$ cat config.mk
export PLATFORM = sky130hd
export DESIGN_NAME = debug_claim_and_lock_regs
export DESIGN_NICKNAME = d
export VERILOG_FILES = /design/src/shared/debug_claim_lock_pkg.sv /design/src/core/claim_tag_bank.sv /design/src/core/debug_claim_and_lock_regs.sv
export VERILOG_INCLUDE_DIRS = /design/src /design/src/shared
export SDC_FILE = /design/constraint.sdc
export NUM_CORES = 1
export LEC_CHECK = 0
export ABC_AREA = 1
export BUFFER_PORTS_ARGS = -buffer_cell sky130_fd_sc_hd__clkbuf_2
export CAP_MARGIN = 20
export CORE_MARGIN = 2
export CORE_UTILIZATION = 30
export CTS_CLUSTER_SIZE = 28
export DETAILED_ROUTE_END_ITERATION = 12
export PLACE_DENSITY = 0.72
export SLEW_MARGIN = 40
export SYNTH_ARGS = -nofsm -noshare
export SYNTH_HDL_FRONTEND = slang
export SYNTH_SLANG_ARGS = --single-unit
export TNS_END_PERCENT = 20
$ cat constraint.sdc
create_clock -name i_clk -period 0.96 [get_ports i_clk]
set_input_delay 0.144 -clock i_clk [delete_from_list [all_inputs] [get_ports i_clk]]
set_output_delay 0.144 -clock i_clk [all_outputs]
set_load 0.02 [all_outputs]
$ cat src/shared/debug_claim_lock_cfg.svh
// offsets, field positions and reset values of the claim and lock registers
// assumes a 4 KB debug window, byte offsets on address bits [11:0]
`ifndef DEBUG_CLAIM_LOCK_CFG_SVH
`define DEBUG_CLAIM_LOCK_CFG_SVH

// ==========================================================
// register byte offsets inside the debug window
`define DCL_OFS_CLAIM_SET   12'hfa0
`define DCL_OFS_CLAIM_CLEAR 12'hfa4
`define DCL_OFS_LOCK_KEY    12'hfb0
`define DCL_OFS_LOCK_STATUS 12'hfb4
`define DCL_OFS_MSB         11

// ==========================================================
// address bit that marks an access by the external debugger
`define DCL_EXT_BIT         31

// ==========================================================
// lock status field positions
`define DCL_LSR_IMPL_BIT    0
`define DCL_LSR_LOCKED_BIT  1
`define DCL_LSR_WIDE_BIT    2

// ==========================================================
// key and reset values
`define DCL_UNLOCK_KEY      32'hc5acce55
`define DCL_KEY_RST         32'h00000000
`define DCL_LOCKED_RST      1'b1
`define DCL_LSR_IMPL_VAL    1'b1
`define DCL_LSR_WIDE_VAL    1'b0
`define DCL_CLAIM_MAX       8

`endif

$ cat src/shared/debug_claim_lock_pkg.sv
// types shared by the claim and lock register files
// assumes the constants header is compiled alongside
package debug_claim_lock_pkg;

	// ==========================================================
	// register selected by the current bus address
	typedef enum {
		SEL_NONE,
		SEL_CLAIM_SET,
		SEL_CLAIM_CLEAR,
		SEL_LOCK_KEY,
		SEL_LOCK_STATUS
	} reg_sel_t;

endpackage : debug_claim_lock_pkg

$ cat src/core/claim_tag_bank.sv
// claim tag storage: one flop per tag, set and clear by write-one masks
// assumes the caller has already applied address decode and lock gating
`include "debug_claim_lock_cfg.svh"

module claim_tag_bank #(
	parameter int NUM_CLAIMS = 8
) (
	input  wire logic                  i_clk,
	input  wire logic                  i_srst,
	input  wire logic                  i_set_we,
	input  wire logic                  i_clear_we,
	input  wire logic [NUM_CLAIMS-1:0] i_wdata,
	output logic      [NUM_CLAIMS-1:0] o_tags
);

	// ==========================================================
	// elaboration check
	generate
		if (NUM_CLAIMS < 1 || NUM_CLAIMS > `DCL_CLAIM_MAX) begin : g_bad_width
			$error("claim_tag_bank: NUM_CLAIMS must be 1 to 8");
		end
	endgenerate

	// ==========================================================
	// per-tag flops
	genvar b;
	generate
		for (b = 0; b < NUM_CLAIMS; b++) begin : g_tag
			always_ff @(posedge i_clk) begin
				if (i_srst) begin
					o_tags[b] <= 1'b0;
				end else if (i_set_we && i_wdata[b]) begin
					o_tags[b] <= 1'b1;
				end else if (i_clear_we && i_wdata[b]) begin
					o_tags[b] <= 1'b0;
				end
				// a zero data bit falls through and keeps the tag
			end
		end
	endgenerate
endmodule : claim_tag_bank

$ cat src/core/debug_claim_and_lock_regs.sv
// claim tag and software lock registers on the debug APB port
// assumes an APB master on i_clk; address bit 31 high marks the external debugger
//
// How it works
// - a write of ones to claim set sets those claim tags
// - zero data bits leave the matching claim tags as they are
// - reading claim set always returns all eight tag bits as ones
// - bits 31 to 8 of both claim registers read zero; master writes zero
// - a write of ones to claim clear clears those claim tags
// - reading claim clear returns the current claim tags
// - claim tags are zero after reset
// - only the full 32-bit key written to lock key opens the lock
// - any other value software writes to lock key closes the lock again
// - while locked, software writes to protected registers are dropped; external writes still land
// - lock key resets to zero and debug reset sets the lock
// - lock status bit one shows locked as one, open as zero
// - lock status bit two reads zero and bit zero reads one
// - lock status reads zero for external accesses
// - the lock survives core reset; only debug reset touches it
`include "debug_claim_lock_cfg.svh"

module debug_claim_and_lock_regs #(
	parameter int NUM_CLAIMS = 8
) (
	input  wire logic                  i_clk,
	input  wire logic                  i_srst,
	input  wire logic                  i_dbg_srst,
	input  wire logic                  i_psel,
	input  wire logic                  i_penable,
	input  wire logic                  i_pwrite,
	input  wire logic [31:0]           i_paddr,
	input  wire logic [31:0]           i_pwdata,
	output logic      [31:0]           o_prdata,
	output logic                       o_pready,
	output logic                       o_pslverr,
	output logic      [NUM_CLAIMS-1:0] o_claim_tags,
	output logic                       o_locked,
	output logic                       o_write_dropped
);

	// ==========================================================
	// elaboration check
	generate
		if (NUM_CLAIMS < 1 || NUM_CLAIMS > `DCL_CLAIM_MAX) begin : g_bad_width
			$error("debug_claim_and_lock_regs: NUM_CLAIMS must be 1 to 8");
		end
	endgenerate

	// ==========================================================
	// address decode
	function automatic debug_claim_lock_pkg::reg_sel_t decode_ofs(
		input logic [`DCL_OFS_MSB:0] ofs
	);
		debug_claim_lock_pkg::reg_sel_t sel;
		sel = debug_claim_lock_pkg::SEL_NONE;
		if (ofs == `DCL_OFS_CLAIM_SET) begin
			sel = debug_claim_lock_pkg::SEL_CLAIM_SET;
		end else if (ofs == `DCL_OFS_CLAIM_CLEAR) begin
			sel = debug_claim_lock_pkg::SEL_CLAIM_CLEAR;
		end else if (ofs == `DCL_OFS_LOCK_KEY) begin
			sel = debug_claim_lock_pkg::SEL_LOCK_KEY;
		end else if (ofs == `DCL_OFS_LOCK_STATUS) begin
			sel = debug_claim_lock_pkg::SEL_LOCK_STATUS;
		end
		return sel;
	endfunction : decode_ofs

	// true for registers whose writes the lock guards
	function automatic logic is_protected(
		input debug_claim_lock_pkg::reg_sel_t sel
	);
		return sel == debug_claim_lock_pkg::SEL_CLAIM_SET ||
		       sel == debug_claim_lock_pkg::SEL_CLAIM_CLEAR;
	endfunction : is_protected

	debug_claim_lock_pkg::reg_sel_t sel;
	logic                           ext;
	logic                           setup;
	logic                           access;
	logic                           wr;
	logic                           rd_setup;
	logic                           protect_ok;
	logic                           claim_set_we;
	logic                           claim_clear_we;
	logic                           key_we;
	logic                           drop;
	logic [31:0]                    lock_key;
	logic [31:0]                    next_prdata;

	assign sel      = decode_ofs(i_paddr[`DCL_OFS_MSB:0]);
	assign ext      = i_paddr[`DCL_EXT_BIT];
	assign setup    = i_psel && !i_penable;
	assign access   = i_psel && i_penable;
	assign wr       = access && i_pwrite;
	assign rd_setup = setup && !i_pwrite;

	// the external debugger is never held off by the software lock
	assign protect_ok = ext || !o_locked;

	assign claim_set_we   = wr && sel == debug_claim_lock_pkg::SEL_CLAIM_SET && protect_ok;
	assign claim_clear_we = wr && sel == debug_claim_lock_pkg::SEL_CLAIM_CLEAR && protect_ok;

	// lock key is never gated by the lock itself, or it could not be reopened
	// external writes to it are dropped: their outcome is left undefined
	assign key_we = wr && sel == debug_claim_lock_pkg::SEL_LOCK_KEY && !ext;

	assign drop = wr && is_protected(sel) && !protect_ok;

	// ==========================================================
	// bus handshake: zero wait states, no error answer
	assign o_pready  = 1'b1;
	// unmapped offsets read zero and ignore writes rather than fault
	assign o_pslverr = 1'b0;

	// ==========================================================
	// claim tags
	claim_tag_bank #(
		.NUM_CLAIMS (NUM_CLAIMS)
	) u_claims (
		.i_clk      (i_clk),
		.i_srst     (i_srst || i_dbg_srst),
		.i_set_we   (claim_set_we),
		.i_clear_we (claim_clear_we),
		.i_wdata    (i_pwdata[NUM_CLAIMS-1:0]), // upper data bits are ignored
		.o_tags     (o_claim_tags)
	);

	// ==========================================================
	// lock: kept in the debug domain, so only debug reset resets it
	always_ff @(posedge i_clk) begin
		if (i_dbg_srst) begin
			lock_key <= `DCL_KEY_RST;
			o_locked <= `DCL_LOCKED_RST;
		end else if (key_we) begin
			lock_key <= i_pwdata;
			o_locked <= (i_pwdata != `DCL_UNLOCK_KEY);
		end
		// core reset deliberately absent here
	end

	// ==========================================================
	// dropped write indication
	always_ff @(posedge i_clk) begin
		if (i_srst || i_dbg_srst) begin
			o_write_dropped <= 1'b0;
		end else begin
			o_write_dropped <= drop;
		end
	end

	// ==========================================================
	// read data: sampled in the setup phase, shown in the access phase
	always_comb begin
		next_prdata = '0;
		case (sel)
			debug_claim_lock_pkg::SEL_CLAIM_SET: begin
				next_prdata[NUM_CLAIMS-1:0] = '1;
			end
			debug_claim_lock_pkg::SEL_CLAIM_CLEAR: begin
				next_prdata[NUM_CLAIMS-1:0] = o_claim_tags;
			end
			debug_claim_lock_pkg::SEL_LOCK_STATUS: begin
				if (!ext) begin
					next_prdata[`DCL_LSR_IMPL_BIT]   = `DCL_LSR_IMPL_VAL;
					next_prdata[`DCL_LSR_LOCKED_BIT] = o_locked;
					next_prdata[`DCL_LSR_WIDE_BIT]   = `DCL_LSR_WIDE_VAL;
				end
				// external reads see all zeros
			end
			default: begin
				next_prdata = '0;
			end
		endcase
	end

	always_ff @(posedge i_clk) begin
		if (i_srst) begin
			o_prdata <= '0;
		end else if (rd_setup) begin
			o_prdata <= next_prdata;
		end else if (access) begin
			// clear after the transfer so stale data never lingers on the bus
			o_prdata <= '0;
		end
	end
endmodule : debug_claim_and_lock_regs

Yosys cells after proc, flatten, opt, wreduce, memory -nomap -nowiden
Cells that the tools add are included.
{"block": "totals", "register_bits": 18, "latchBits": 0, "mem_bits_rw": 0, "romBits": 0, "inputBits": 70, "output_inout_bits": 44, "wordCells": 92, "n_memories": 0}
{"block": "op_classes", "add_sub_neg": 0, "n_mul": 0, "div_mod_pow": 0, "n_lt_le_gt_ge": 0, "eq_ne": 11, "shifts": 0, "n_mux": 25, "bitwise": 0, "n_reduce_logical": 45}
{"op": "$eq A32 B3 Y1 const B", "n": 3}
{"op": "$eq A32 B2 Y1 const B", "n": 2}
{"op": "$eq A12 B12 Y1 const B", "n": 4}
{"op": "$eq A32 B1 Y1 const B", "n": 1}
{"op": "$ne A32 B32 Y1 const B", "n": 1}
{"op": "$logic_and A1 B1 Y1", "n": 28}
{"op": "$reduce_bool A2 Y1", "n": 9}
{"op": "$mux W1", "n": 16}
{"op": "$mux W8", "n": 2}
{"op": "$mux W3", "n": 4}
{"op": "$pmux W5 S2", "n": 1}
{"op": "$pmux W3 S3", "n": 1}
{"op": "$logic_not A1 Y1", "n": 5}
{"op": "$logic_or A1 B1 Y1", "n": 3}
{"op": "$mux W2", "n": 1}

Depth between registers and ports, before layout
Gate-level depths: netlist (run 1).
{"block": "logic_depth", "depth_word": 11, "ltp_mapped": 8, "mapped_depth_nobuf": 8}

By module
Synthesis (run 1) repeated with hierarchy kept, for this count alone.
{"block": "unflattened", "hier_cells": 183, "area_unflattened_um2": 1207.4}
{"mod": "debug_claim_and_lock_regs", "instances": 1, "cells_per_inst": 140, "area_each_um2": 903.4, "seq_area_each_um2": 200.2}
{"mod": "claim_tag_bank", "instances": 1, "cells_per_inst": 43, "area_each_um2": 304.0, "seq_area_each_um2": 160.2}

Worst setup path after synthesis (run 1)
No wires, ideal clock.
{"block": "synth_path", "kind": "register -> register", "from": "register o_locked", "to": "register u_claims.o_tags[0]", "setup_ps": 70, "t_arrival_ps": 1137, "required_ps": 890, "path_slack_ps": -247, "path_stages_with_launch": 7, "n_path_buf": 0, "synth_period_minus_slack_ps": 1207, "path_cell_list": "dfxtp_1 > inv_1 > o21ai_2 > nor2_4 > nand2_1 > nand2_1 > a21oi_1"}
{"block": "synth_via", "elab_chain_cells": 5, "word_cells_on_any_way": 8, "cone_classes": "mux: 1; reduce/logical: 7"}
{"element": "from (decl)", "line": "debug_claim_and_lock_regs.sv:37", "text": "output logic o_locked,"}
{"element": "from (signal assigned)", "line": "debug_claim_and_lock_regs.sv:133", "text": "o_locked <= `DCL_LOCKED_RST;"}
{"element": "from (signal assigned)", "line": "debug_claim_and_lock_regs.sv:136", "text": "o_locked <= (i_pwdata != `DCL_UNLOCK_KEY);"}
{"element": "$logic_not A1 Y1 *", "line": "debug_claim_and_lock_regs.sv:98", "text": "assign protect_ok = ext || !o_locked;"}
{"element": "$logic_or A1 B1 Y1 *", "line": "debug_claim_and_lock_regs.sv:98"}
{"element": "$logic_and A1 B1 Y1, on equally long branches", "line": "debug_claim_and_lock_regs.sv:100, debug_claim_and_lock_regs.sv:101"}
{"element": "$logic_and A1 B1 Y1, on equally long branches", "line": "claim_tag_bank.sv:32, claim_tag_bank.sv:34"}
{"element": "$mux W1 or $reduce_bool A2 Y1 (tied branches)"}
{"element": "to (signal, indexed assignment)", "line": "claim_tag_bank.sv:31", "text": "o_tags[b] <= 1'b0;"}
{"element": "to (signal, indexed assignment)", "line": "claim_tag_bank.sv:33", "text": "o_tags[b] <= 1'b1;"}
{"element": "to (signal, indexed assignment)", "line": "claim_tag_bank.sv:35", "text": "o_tags[b] <= 1'b0;"}
{"element": "to (decl)", "line": "claim_tag_bank.sv:13", "text": "output logic [NUM_CLAIMS-1:0] o_tags"}
Mark *: on every way between the ends. The rest lies on a longest branch, timed or not.
A chain may end at the register's enable or synchronous reset.

Final worst setup path (run 1)
{"block": "layout_path", "from": "register o_locked", "to": "register u_claims.o_tags[3]"}
Same word-level chain as after synthesis.

==> impl_metrics.py, run 1 <==
metrics = {
    "global_route": {
        "wire_length_of_the_first_global_routing_pass_um": 4710,
        "grt_use_met2": 0.240,
        "use_met3": 0.0260,
        "first_global_vias": 1178,
        "number_of_antenna_violations_at_the_first_check_in_global_routing": 0,
        "grtUsageMet1": 0.147,
        "grt_use_total": 0.129,
        "gr-total-overflow": 0,
        "grt_start_max_net_pins": 11,
        "grt.busiest_layer": "met2",
    },
    "floorplan": {
        "start_util": 0.314,
        "core_region_area_um2": 4030,
        "die_area_um2": 4760,
        "die_x_um": 69.0,
        "design.portCount": 114,
        "die_y_um": 69.0,
        "fp-row-count": 23,
    },
    "finish": {
        "num_antenna_cells": 0,
        "layout.nets": 348,
        "instances_no_fill": 327,
        "final_common_cell": "clkbuf_2",
        "highest_count_cells_in_the_layout_ignoring_fill_and_taps": "clkbuf_2, nand2_1, conb_1",
        "final.fill_count": 437,
        "drive_gt1_frac": 0.419,
        "synthToLayoutAreaGrowth_pct": 43.3,
    },
    "worst_hold_path": {
        "worstHoldPathType": "in -> reg",
        "hold_start": "i_dbg_srst",
        "hold_path_endpoint": "o_locked$_SDFFE_PP1P_",
        "min_delay_path_depth": 3,
    },
    "yosys": {
        "synthesis.yosys.warnings": 0,
        "syn-mean-instance-area_um2": 6.63,
        "yosysUniqueCellTypes": 21,
        "synthesis.instances": 191,
        "syn_area_um2": 1270,
        "yosys_register_bits": 18,
        "yosysSeqAreaShare": 0.285,
    },
    "pwr": {
        "p_comb_frac": 0.206,
        "netSwitchingFraction": 0.266,
        "clock_power_share": 0.355,
        "power.internal_w": 0.00124,
        "post-layout-total-power_w": 0.00169,
        "cellPowerDensity_nw_per_um2": 934,
        "p_leak_nw": 0.933,
        "power.share.sequential": 0.439,
        "netSwitchingPower_w": 0.000451,
        "power.ir.vdd_worst_v": 0.000380,
    },
    "critical_path": {
        "cpMaxStageDelayCell": "dfxtp_4",
        "crit_chain": "inv_4, o21ai_4, nor2_4, nand2_1, nand2_1, a21oi_2",
        "timing.critical_path.mode_cell": "nand2_1",
        "start_kind": "flip-flop",
        "reg2reg_setup_slack_ns": -0.06,
        "ff2ff_path_depth": 6,
        "cpPeakStageDelay_ns": 0.36,
        "critPathKind": "reg -> reg",
        "critical_path.reg2reg.startpoint": "o_locked$_SDFFE_PP1P_",
        "cp_data_required_time_ns": 1.14,
        "critical_path.endpoint_type": "flip-flop",
        "crit_path_max_fanout": 8,
        "crit_arrival_ns": 1.20,
        "worstReg2RegEnd": "u_claims.o_tags[3]$_SDFFE_PP0P_",
    },
    "timing": {
        "final_number_of_setup_violating_endpoints": 9,
        "final.setup_skew_ns": 0.00183,
        "grt_setup_unrepaired": "yes",
        "maxClockFrequency_ghz": 0.983,
        "share_of_the_clock_period_used_by_the_worst_path_after_layout": 1.06,
        "timing.final.max_slew_violations": 0,
        "final.setup.worst_slack_ns": -0.0577,
        "finalHoldViolCount": 0,
        "min_period_ns": 1.02,
    },
    "detailed_routing": {
        "route.vias.total": 1380,
        "detail_route.wirelength_um": 2920,
        "detail_route.first_pass.iterations": 4,
        "ant_nets": 0,
        "routed_via_density": 4.22,
        "drc": 0,
        "drt-wirelength-per-cell_um": 8.94,
        "first_iter_violations": 29,
    },
    "cts": {
        "cts_max_level": 1,
        "numClockSinks": 18,
        "cts.reportedPaths.clkPinSlew_ns": 0.07,
        "numCtsBuffers": 3,
        "insertion_delay_ns": 0.25,
        "cts_root_buf": "clkbuf_8",
        "cts_tree": "yes",
        "cts-root-to-sink-buffers": 2,
    },
    "place": {
        "routabilityCongestion": 0.740,
        "dpl.cell_count": 323,
        "place_hpwl_um": 2560,
        "detailedPlace.worstSlack_ns": -0.228,
        "placement.io_buffers": 68,
    },
    "run_status": {
        "violations_in_the_final_reports": "setup timing",
        "run_status": "complete, but fails checks",
    },
    "flow_run": {
        "timing.max_cap.violations": 0,
    },
}
-- layer usage --
layer	part of all wire	up-vias	routed length [um]
met3	0.070	4	204
li1	-	728	-
met2	0.50	51	1460
met1	0.42	597	1230
met5	0	-	0
met4	0.011	0	33
-- timing repair --
action                                  CTS  global route
endpoints found under the setup margin   14            15
gates resized for setup                  12             9
hold buffers                              0             0
buffers inserted                          0             0
pin swaps                                 2             0
-- worst max-delay path by stage --
stage                                                  to                   from  slack [ns]  depth (start not counted)
after floorplan           u_claims.o_tags[0]$_SDFFE_PP0P_  o_locked$_SDFFE_PP1P_       -0.02                          6
after global placement    u_claims.o_tags[7]$_SDFFE_PP0P_             i_paddr[6]       -0.20                          9
after detailed placement  u_claims.o_tags[7]$_SDFFE_PP0P_             i_paddr[4]       -0.23                          9
after CTS                                        o_locked  o_locked$_SDFFE_PP1P_       -0.05                          2
after global routing      u_claims.o_tags[2]$_SDFFE_PP0P_  o_locked$_SDFFE_PP1P_       -0.15                          6
final                     u_claims.o_tags[3]$_SDFFE_PP0P_  o_locked$_SDFFE_PP1P_       -0.06                          6
-- cell type report --
type,instances,area [um^2],share of cell area
multi-input cells,148,744,0.410
flip-flops and latches,18,372,0.205
well taps,50,62.6,0.0345
repair buffers,85,495,0.273
clock buffers,4,55.1,0.0303
inverters,22,85.1,0.0469
-- through the flow --
| step | instance area (um^2) | util | hold slack [ns] | setup TNS, ns |
|---|---|---|---|---|
| after floorplan | 1380 | - | 0.251 | -0.122 |
| after global placement | 1710 | 0.425 | 0.375 | -2.59 |
| after detailed placement | 1710 | 0.425 | 0.379 | -3.07 |
| after CTS | 1800 | 0.447 | 0.118 | -0.395 |
| after global routing | 1810 | 0.450 | 0.141 | -1.08 |
| final | 1810 | 0.450 | 0.117 | -0.355 |
-- registers in the layout, summed over array words and instances, names as in the netlist --
name	cells
o_prdata	8
u_claims.o_tags	8
o_locked	1
o_write_dropped	1
-- worst max-delay path, delay by kind of cell, from the launching register on --
family	cells	cell delay (ns)
flops	1	0.36
buf+inv	1	0.04
compound gates	2	0.33
simple gates	3	0.22
-- cell usage after synthesis, drive strengths merged --
master	n	share of area
nor3	5	0.020
dfxtp	18	0.28
nor2	16	0.093
buf	26	0.15
nand3	15	0.069
inv	22	0.065
nand4	8	0.040
conb	2	0.0059
o21ai	3	0.015
clkbuf	1	0.0030
nand2	58	0.18
a21oi	17	0.067
-- power by group through the flow --
stage | clock network (W) | logic, W | registers (W)
2_1_floorplan | 0 | 0.000257 | 0.000761
3_3_place_gp | 0 | 0.000345 | 0.000761
3_5_place_dp | 0 | 0.000348 | 0.000761
4_1_cts | 0.000621 | 0.000350 | 0.000743
5_1_grt | 0.000646 | 0.000391 | 0.000743
6_report | 0.000602 | 0.000349 | 0.000744
-- kinds of logic (layout without fill, tap and decap cells) --
kind of cell           Yosys count  after routing  share of synthesized area
buffers and inverters           49            111                      0.222
and+or+nand+nor                102            102                      0.405
AOI/OAI and AO/OA               20             20                     0.0820
other                            2             26                    0.00593
DFF                             18             18                      0.285
(Power assumes the default switching activity.)
==> run 2: changes to the inputs <==
Settings changed: BUFFER_PORTS_ARGS -buffer_cell sky130_fd_sc_hd__clkbuf_2 to -buffer_cell sky130_fd_sc_hd__buf_2.
==> run 2 against run 1 <==
The run still ends with setup timing left. Register-to-register slack got worse by 0.04 ns. Sequential power barely moved. Via count fell by 0.87%. Utilization rose by 0.31 points. Combinational power rose by 2%. Critical path type unchanged. Sequential share of layout area fell by 0.28 points.
==> impl_metrics.py, run 2 (same netlist as run 1, synthesis figures left out) <==
metrics = {
    "finish": {
        "final_area_um2": 1830,
        "num_antenna_cells": 0,
        "highest_count_cells_in_the_layout_ignoring_fill_and_taps": "buf_2, nand2_1, conb_1",
        "synthToLayoutAreaGrowth_pct": 44.3,
        "drive_gt1_frac": 0.416,
        "final_common_cell": "buf_2",
        "reg.largest.list": "o_prdata x8, u_claims.o_tags x8",
        "layout.nets": 350,
    },
    "critical_path": {
        "crit_arrival_ns": 1.23,
        "critPathKind": "reg -> reg",
        "critical_path.endpoint_type": "flip-flop",
        "crit_path_max_fanout": 8,
        "cp_data_required_time_ns": 1.13,
        "critical_path.reg2reg.startpoint": "o_locked$_SDFFE_PP1P_",
        "start_kind": "flip-flop",
        "worstSetupStartpoint": "o_locked$_SDFFE_PP1P_",
    },
    "cts": {
        "cts_tree": "yes",
        "numCtsBuffers": 3,
        "cts_max_level": 1,
        "holdBufCountCts": 0,
        "cts_root_buf": "clkbuf_8",
        "cts-root-to-sink-buffers": 2,
        "insertion_delay_ns": 0.25,
        "numClockSinks": 18,
        "cts.reportedPaths.clkPinSlew_ns": 0.07,
    },
    "floorplan": {
        "fp-row-count": 23,
        "die_area_um2": 4760,
        "die_y_um": 69.0,
        "design.portCount": 114,
        "die_x_um": 69.0,
        "start_util": 0.314,
        "core_region_area_um2": 4030,
    },
    "detailed_routing": {
        "first_iter_violations": 53,
        "detail_route.wirelength_um": 2990,
        "ant_nets": 0,
        "detail_route.first_pass.iterations": 4,
        "routed_via_density": 4.16,
        "drt-wirelength-per-cell_um": 9.09,
        "drc": 0,
        "route.vias.total": 1368,
    },
    "global_route": {
        "grt.busiest_layer": "met2",
        "grtUsageMet1": 0.154,
        "number_of_antenna_violations_at_the_first_check_in_global_routing": 0,
        "first_global_vias": 1230,
        "gr-total-overflow": 0,
        "grt_use_total": 0.129,
        "grt_use_met2": 0.234,
        "wire_length_of_the_first_global_routing_pass_um": 4770,
        "use_met3": 0.0130,
        "grt_start_max_net_pins": 11,
    },
    "timing": {
        "share_of_the_clock_period_used_by_the_worst_path_after_layout": 1.10,
        "final_number_of_setup_violating_endpoints": 9,
        "final.setup_skew_ns": 0.00392,
        "grt_setup_unrepaired": "yes",
        "min_period_ns": 1.06,
        "maxClockFrequency_ghz": 0.946,
        "finalHoldViolCount": 0,
        "final.setup.worst_slack_ns": -0.0973,
        "timing.final.max_slew_violations": 0,
    },
    "place": {
        "detailed_place.area_um2": 1720,
        "place_hpwl_um": 2520,
        "routabilityCongestion": 0.719,
        "detailedPlace.worstSlack_ns": -0.250,
        "placement.io_buffers": 68,
    },
    "flow_run": {
        "timing.max_cap.violations": 0,
    },
    "pwr": {
        "cellPowerDensity_nw_per_um2": 895,
        "p_leak_nw": 0.941,
        "power.ir.vdd_worst_v": 0.000347,
    },
    "worst_hold_path": {
        "worstHoldPathType": "in -> reg",
        "hold_start": "i_dbg_srst",
    },
    "run_status": {
        "run_status": "complete, but fails checks",
        "violations_in_the_final_reports": "setup timing",
    },
}
## run 2: cell type report
| type | count | area, um^2 |
|---|---|---|
| Clock buffer | 4 | 45.0 |
| Fill cell | 435 | 2200 |
| Inverter | 22 | 85.1 |
| Multi-Input combinational cell | 148 | 748 |
| Sequential cell | 18 | 369 |
| Tap cell | 50 | 62.6 |
| Timing Repair Buffer | 87 | 517 |
## run 2: power breakdown
part	switching (W)	internal, W	leakage [nW]	total (W)
registers	0.00000000537	0.000744	0.147	0.000744
clock network	0.000241	0.000294	0.0228	0.000535
logic	0.000215	0.000142	0.772	0.000357
## run 2: path summary, 6_finish.rpt
kind / cells past startpoint / to / slack [ns]
setup / recovery: 6 / u_claims.o_tags[3]$_SDFFE_PP0P_ / -0.1
hold reg to reg: 2 / o_prdata[7]$_SDFFE_PP0P_ / 0.46
hold / removal: 3 / o_locked$_SDFFE_PP1P_ / 0.11
setup reg to reg: 6 / u_claims.o_tags[3]$_SDFFE_PP0P_ / -0.1
## run 2: repair_timing
item | 4_1_cts | 5_1_grt
gates resized for setup | 2 | 14
gates cloned | 0 | 0
buffers inserted | 0 | 1
pin swaps | 0 | 14
setup endpoints to repair | 9 | 23
## run 2: critical path, stage by stage (launching register included)
cell	delay, ns
dfxtp_4	0.36
inv_4	0.04
o21ai_4	0.21
nor2_4	0.10
nand2_1	0.07
nand2_1	0.05
a21oi_1	0.16
## run 2: per-layer routing
layer	wire [um]	part of all wire
met5	0	0
met2	1460	0.49
met1	1280	0.43
met3	203	0.068
met4	47	0.016
## run 2: through the flow
step            util  instances  hold WS [ns]  total power (W)  setup TNS (ns)
2_1_floorplan      -        215         0.251          0.00102          -0.122
3_3_place_gp   0.427        324         0.373          0.00111           -3.01
3_5_place_dp   0.427        324         0.376          0.00111           -3.45
4_1_cts        0.440        328         0.111          0.00165          -0.407
5_1_grt        0.453        329         0.117          0.00173           -1.38
6_report       0.453        329         0.112          0.00164          -0.570
==> run 3: changes to the inputs <==
Settings changed: PLACE_DENSITY 0.72 to unset, PLACE_DENSITY_LB_ADDON set to 0.12, SETUP_SLACK_MARGIN set to 0.2.
==> run 3 against run 2 <==
Worst hold slack gained 0.0040 ns. Critical path type unchanged. Wire length is 0.77% lower. Final cell count shrank 1.2%. Global-route usage rose by 0.59 points. Flip-flop and latch count did not move. Power increased by 4.5%. Non-clock buffer count decreased by 4. Clock power rose by 15%. Clock-buffer cell count stayed put. The run still ends with setup timing left. Utilization increased by 2.1 points. First-iteration DRC count increased by 5.7%.
==> impl_metrics.py, run 3 (same netlist as run 1, synthesis figures left out) <==
metrics = {
    "timing": {
        "final_number_of_setup_violating_endpoints": 9,
        "grt_setup_unrepaired": "yes",
        "final.setup_skew_ns": 0.00179,
        "share_of_the_clock_period_used_by_the_worst_path_after_layout": 1.05,
        "timing.final.max_slew_violations": 0,
        "finalHoldViolCount": 0,
        "maxClockFrequency_ghz": 0.996,
        "min_period_ns": 1.00,
        "final.setup.worst_slack_ns": -0.0444,
    },
    "pwr": {
        "p_leak_nw": 0.934,
        "clock_power_share": 0.358,
        "p_comb_frac": 0.207,
        "power.internal_w": 0.00124,
        "netSwitchingPower_w": 0.000465,
        "cellPowerDensity_nw_per_um2": 895,
        "power.share.sequential": 0.435,
        "netSwitchingFraction": 0.272,
        "power.ir.vdd_worst_v": 0.000554,
    },
    "detailed_routing": {
        "detail_route.first_pass.iterations": 4,
        "routed_via_density": 4.16,
        "detail_route.wirelength_um": 2970,
        "drt-wirelength-per-cell_um": 9.13,
        "first_iter_violations": 56,
        "drc": 0,
        "ant_nets": 0,
        "route.vias.total": 1353,
    },
    "critical_path": {
        "crit_path_max_fanout": 8,
        "critical_path.endpoint_type": "flip-flop",
        "critPathKind": "reg -> reg",
        "crit_arrival_ns": 1.19,
        "cp_data_required_time_ns": 1.15,
        "start_kind": "flip-flop",
        "reg2reg_setup_slack_ns": -0.04,
        "worstReg2RegEnd": "u_claims.o_tags[2]$_SDFFE_PP0P_",
        "ff2ff_path_depth": 6,
        "critical_path.reg2reg.startpoint": "o_locked$_SDFFE_PP1P_",
    },
    "global_route": {
        "grt_start_max_net_pins": 11,
        "number_of_antenna_violations_at_the_first_check_in_global_routing": 0,
        "gr-total-overflow": 0,
        "grt_use_total": 0.135,
        "wire_length_of_the_first_global_routing_pass_um": 5000,
        "first_global_vias": 1215,
    },
    "place": {
        "place_hpwl_um": 2470,
        "detailed_place.area_um2": 1700,
        "placement.io_buffers": 68,
        "detailedPlace.worstSlack_ns": -0.243,
        "routabilityCongestion": 0.713,
    },
    "finish": {
        "final.fill_count": 448,
        "synthToLayoutAreaGrowth_pct": 50.9,
        "layout.nets": 346,
        "highest_count_cells_in_the_layout_ignoring_fill_and_taps": "nand2_1, buf_2, conb_1",
        "reg.largest.list": "o_prdata x8, u_claims.o_tags x8",
        "drive_gt1_frac": 0.469,
        "final_area_um2": 1910,
        "num_antenna_cells": 0,
        "final_common_cell": "nand2_1",
    },
    "floorplan": {
        "start_util": 0.314,
        "fp-row-count": 23,
        "die_x_um": 69.0,
        "die_area_um2": 4760,
        "core_region_area_um2": 4030,
        "design.portCount": 114,
        "die_y_um": 69.0,
    },
    "run_status": {
        "violations_in_the_final_reports": "setup timing",
        "run_status": "complete, but fails checks",
    },
    "cts": {
        "cts_max_level": 1,
        "numClockSinks": 18,
        "cts_root_buf": "clkbuf_8",
        "cts.reportedPaths.clkPinSlew_ns": 0.07,
        "cts-root-to-sink-buffers": 2,
        "numCtsBuffers": 3,
        "cts_tree": "yes",
        "buffers_inserted_during_post_cts_setup_optimization": 0,
        "holdBufCountCts": 0,
        "insertion_delay_ns": 0.25,
    },
    "worst_hold_path": {
        "hold_path_endpoint": "o_locked$_SDFFE_PP1P_",
        "worstHoldPathType": "in -> reg",
        "hold_start": "i_dbg_srst",
        "min_delay_path_depth": 3,
    },
    "flow_run": {
        "timing.max_cap.violations": 0,
    },
}
run 3: through the flow:
step                      power, W  instances  utilization  hold WS [ns]  setup TNS (ns)
final                      0.00171        325        0.474         0.116          -0.336
after global routing       0.00181        325        0.474         0.130           -1.25
after CTS                  0.00174        325        0.463         0.111          -0.337
after detailed placement   0.00111        321        0.422         0.375           -3.30
after global placement     0.00111        321        0.422         0.379           -3.02
after floorplan            0.00102        215            -         0.251          -0.122
run 3: timing repair:
| action | 4_1_cts | 5_1_grt |
|---|---|---|
| gates resized for setup | 38 | 17 |
| endpoints found under the setup margin | 36 | 36 |
| gates cloned | 0 | 0 |
| pin swaps | 7 | 7 |
run 3: layout make-up:
class	instances	area (um^2)	area share
timing repair buffer	83	549	0.287
tap	50	62.6	0.0327
inverter	22	85.1	0.0445
multi-input combinational	148	778	0.407
clock buffer	4	55.1	0.0288
sequential	18	380	0.199
run 3: worst max path at each step:
stage | from | slack [ns] | depth (start not counted) | endpoint
6_report | o_locked$_SDFFE_PP1P_ | -0.04 | 6 | u_claims.o_tags[2]$_SDFFE_PP0P_
3_3_place_gp | i_paddr[3] | -0.23 | 9 | u_claims.o_tags[7]$_SDFFE_PP0P_
5_1_grt | o_locked$_SDFFE_PP1P_ | -0.13 | 6 | u_claims.o_tags[2]$_SDFFE_PP0P_
2_1_floorplan | o_locked$_SDFFE_PP1P_ | -0.02 | 6 | u_claims.o_tags[0]$_SDFFE_PP0P_
3_5_place_dp | i_paddr[6] | -0.24 | 9 | u_claims.o_tags[6]$_SDFFE_PP0P_
4_1_cts | o_locked$_SDFFE_PP1P_ | -0.05 | 6 | u_claims.o_tags[3]$_SDFFE_PP0P_
run 3: metal layers:
layer | wire (um) | global-route usage | vias to the layer above
li1 | - | - | 726
met1 | 1300 | 0.170 | 568
met2 | 1430 | 0.239 | 57
met3 | 230 | 0.0244 | 2
met4 | 9 | 0.0294 | 0
met5 | 0 | 0 | -
run 3: critical path, cell delays in order, from the launching register on:
cell and delay [ns]:
dfxtp_4 0.36, inv_4 0.04, o21ai_4 0.22, nor2_4 0.09
nand2_1 0.08, nand2_1 0.06, a21oi_2 0.10
run 3: power groups by stage:
stage	sequential (W)	combinational [W]	clock [W]
global route	0.000742	0.000398	0.000669
floorplan	0.000761	0.000257	0
finish	0.000743	0.000354	0.000613
global placement	0.000761	0.000346	0
CTS	0.000743	0.000354	0.000641
detailed placement	0.000761	0.000348	0
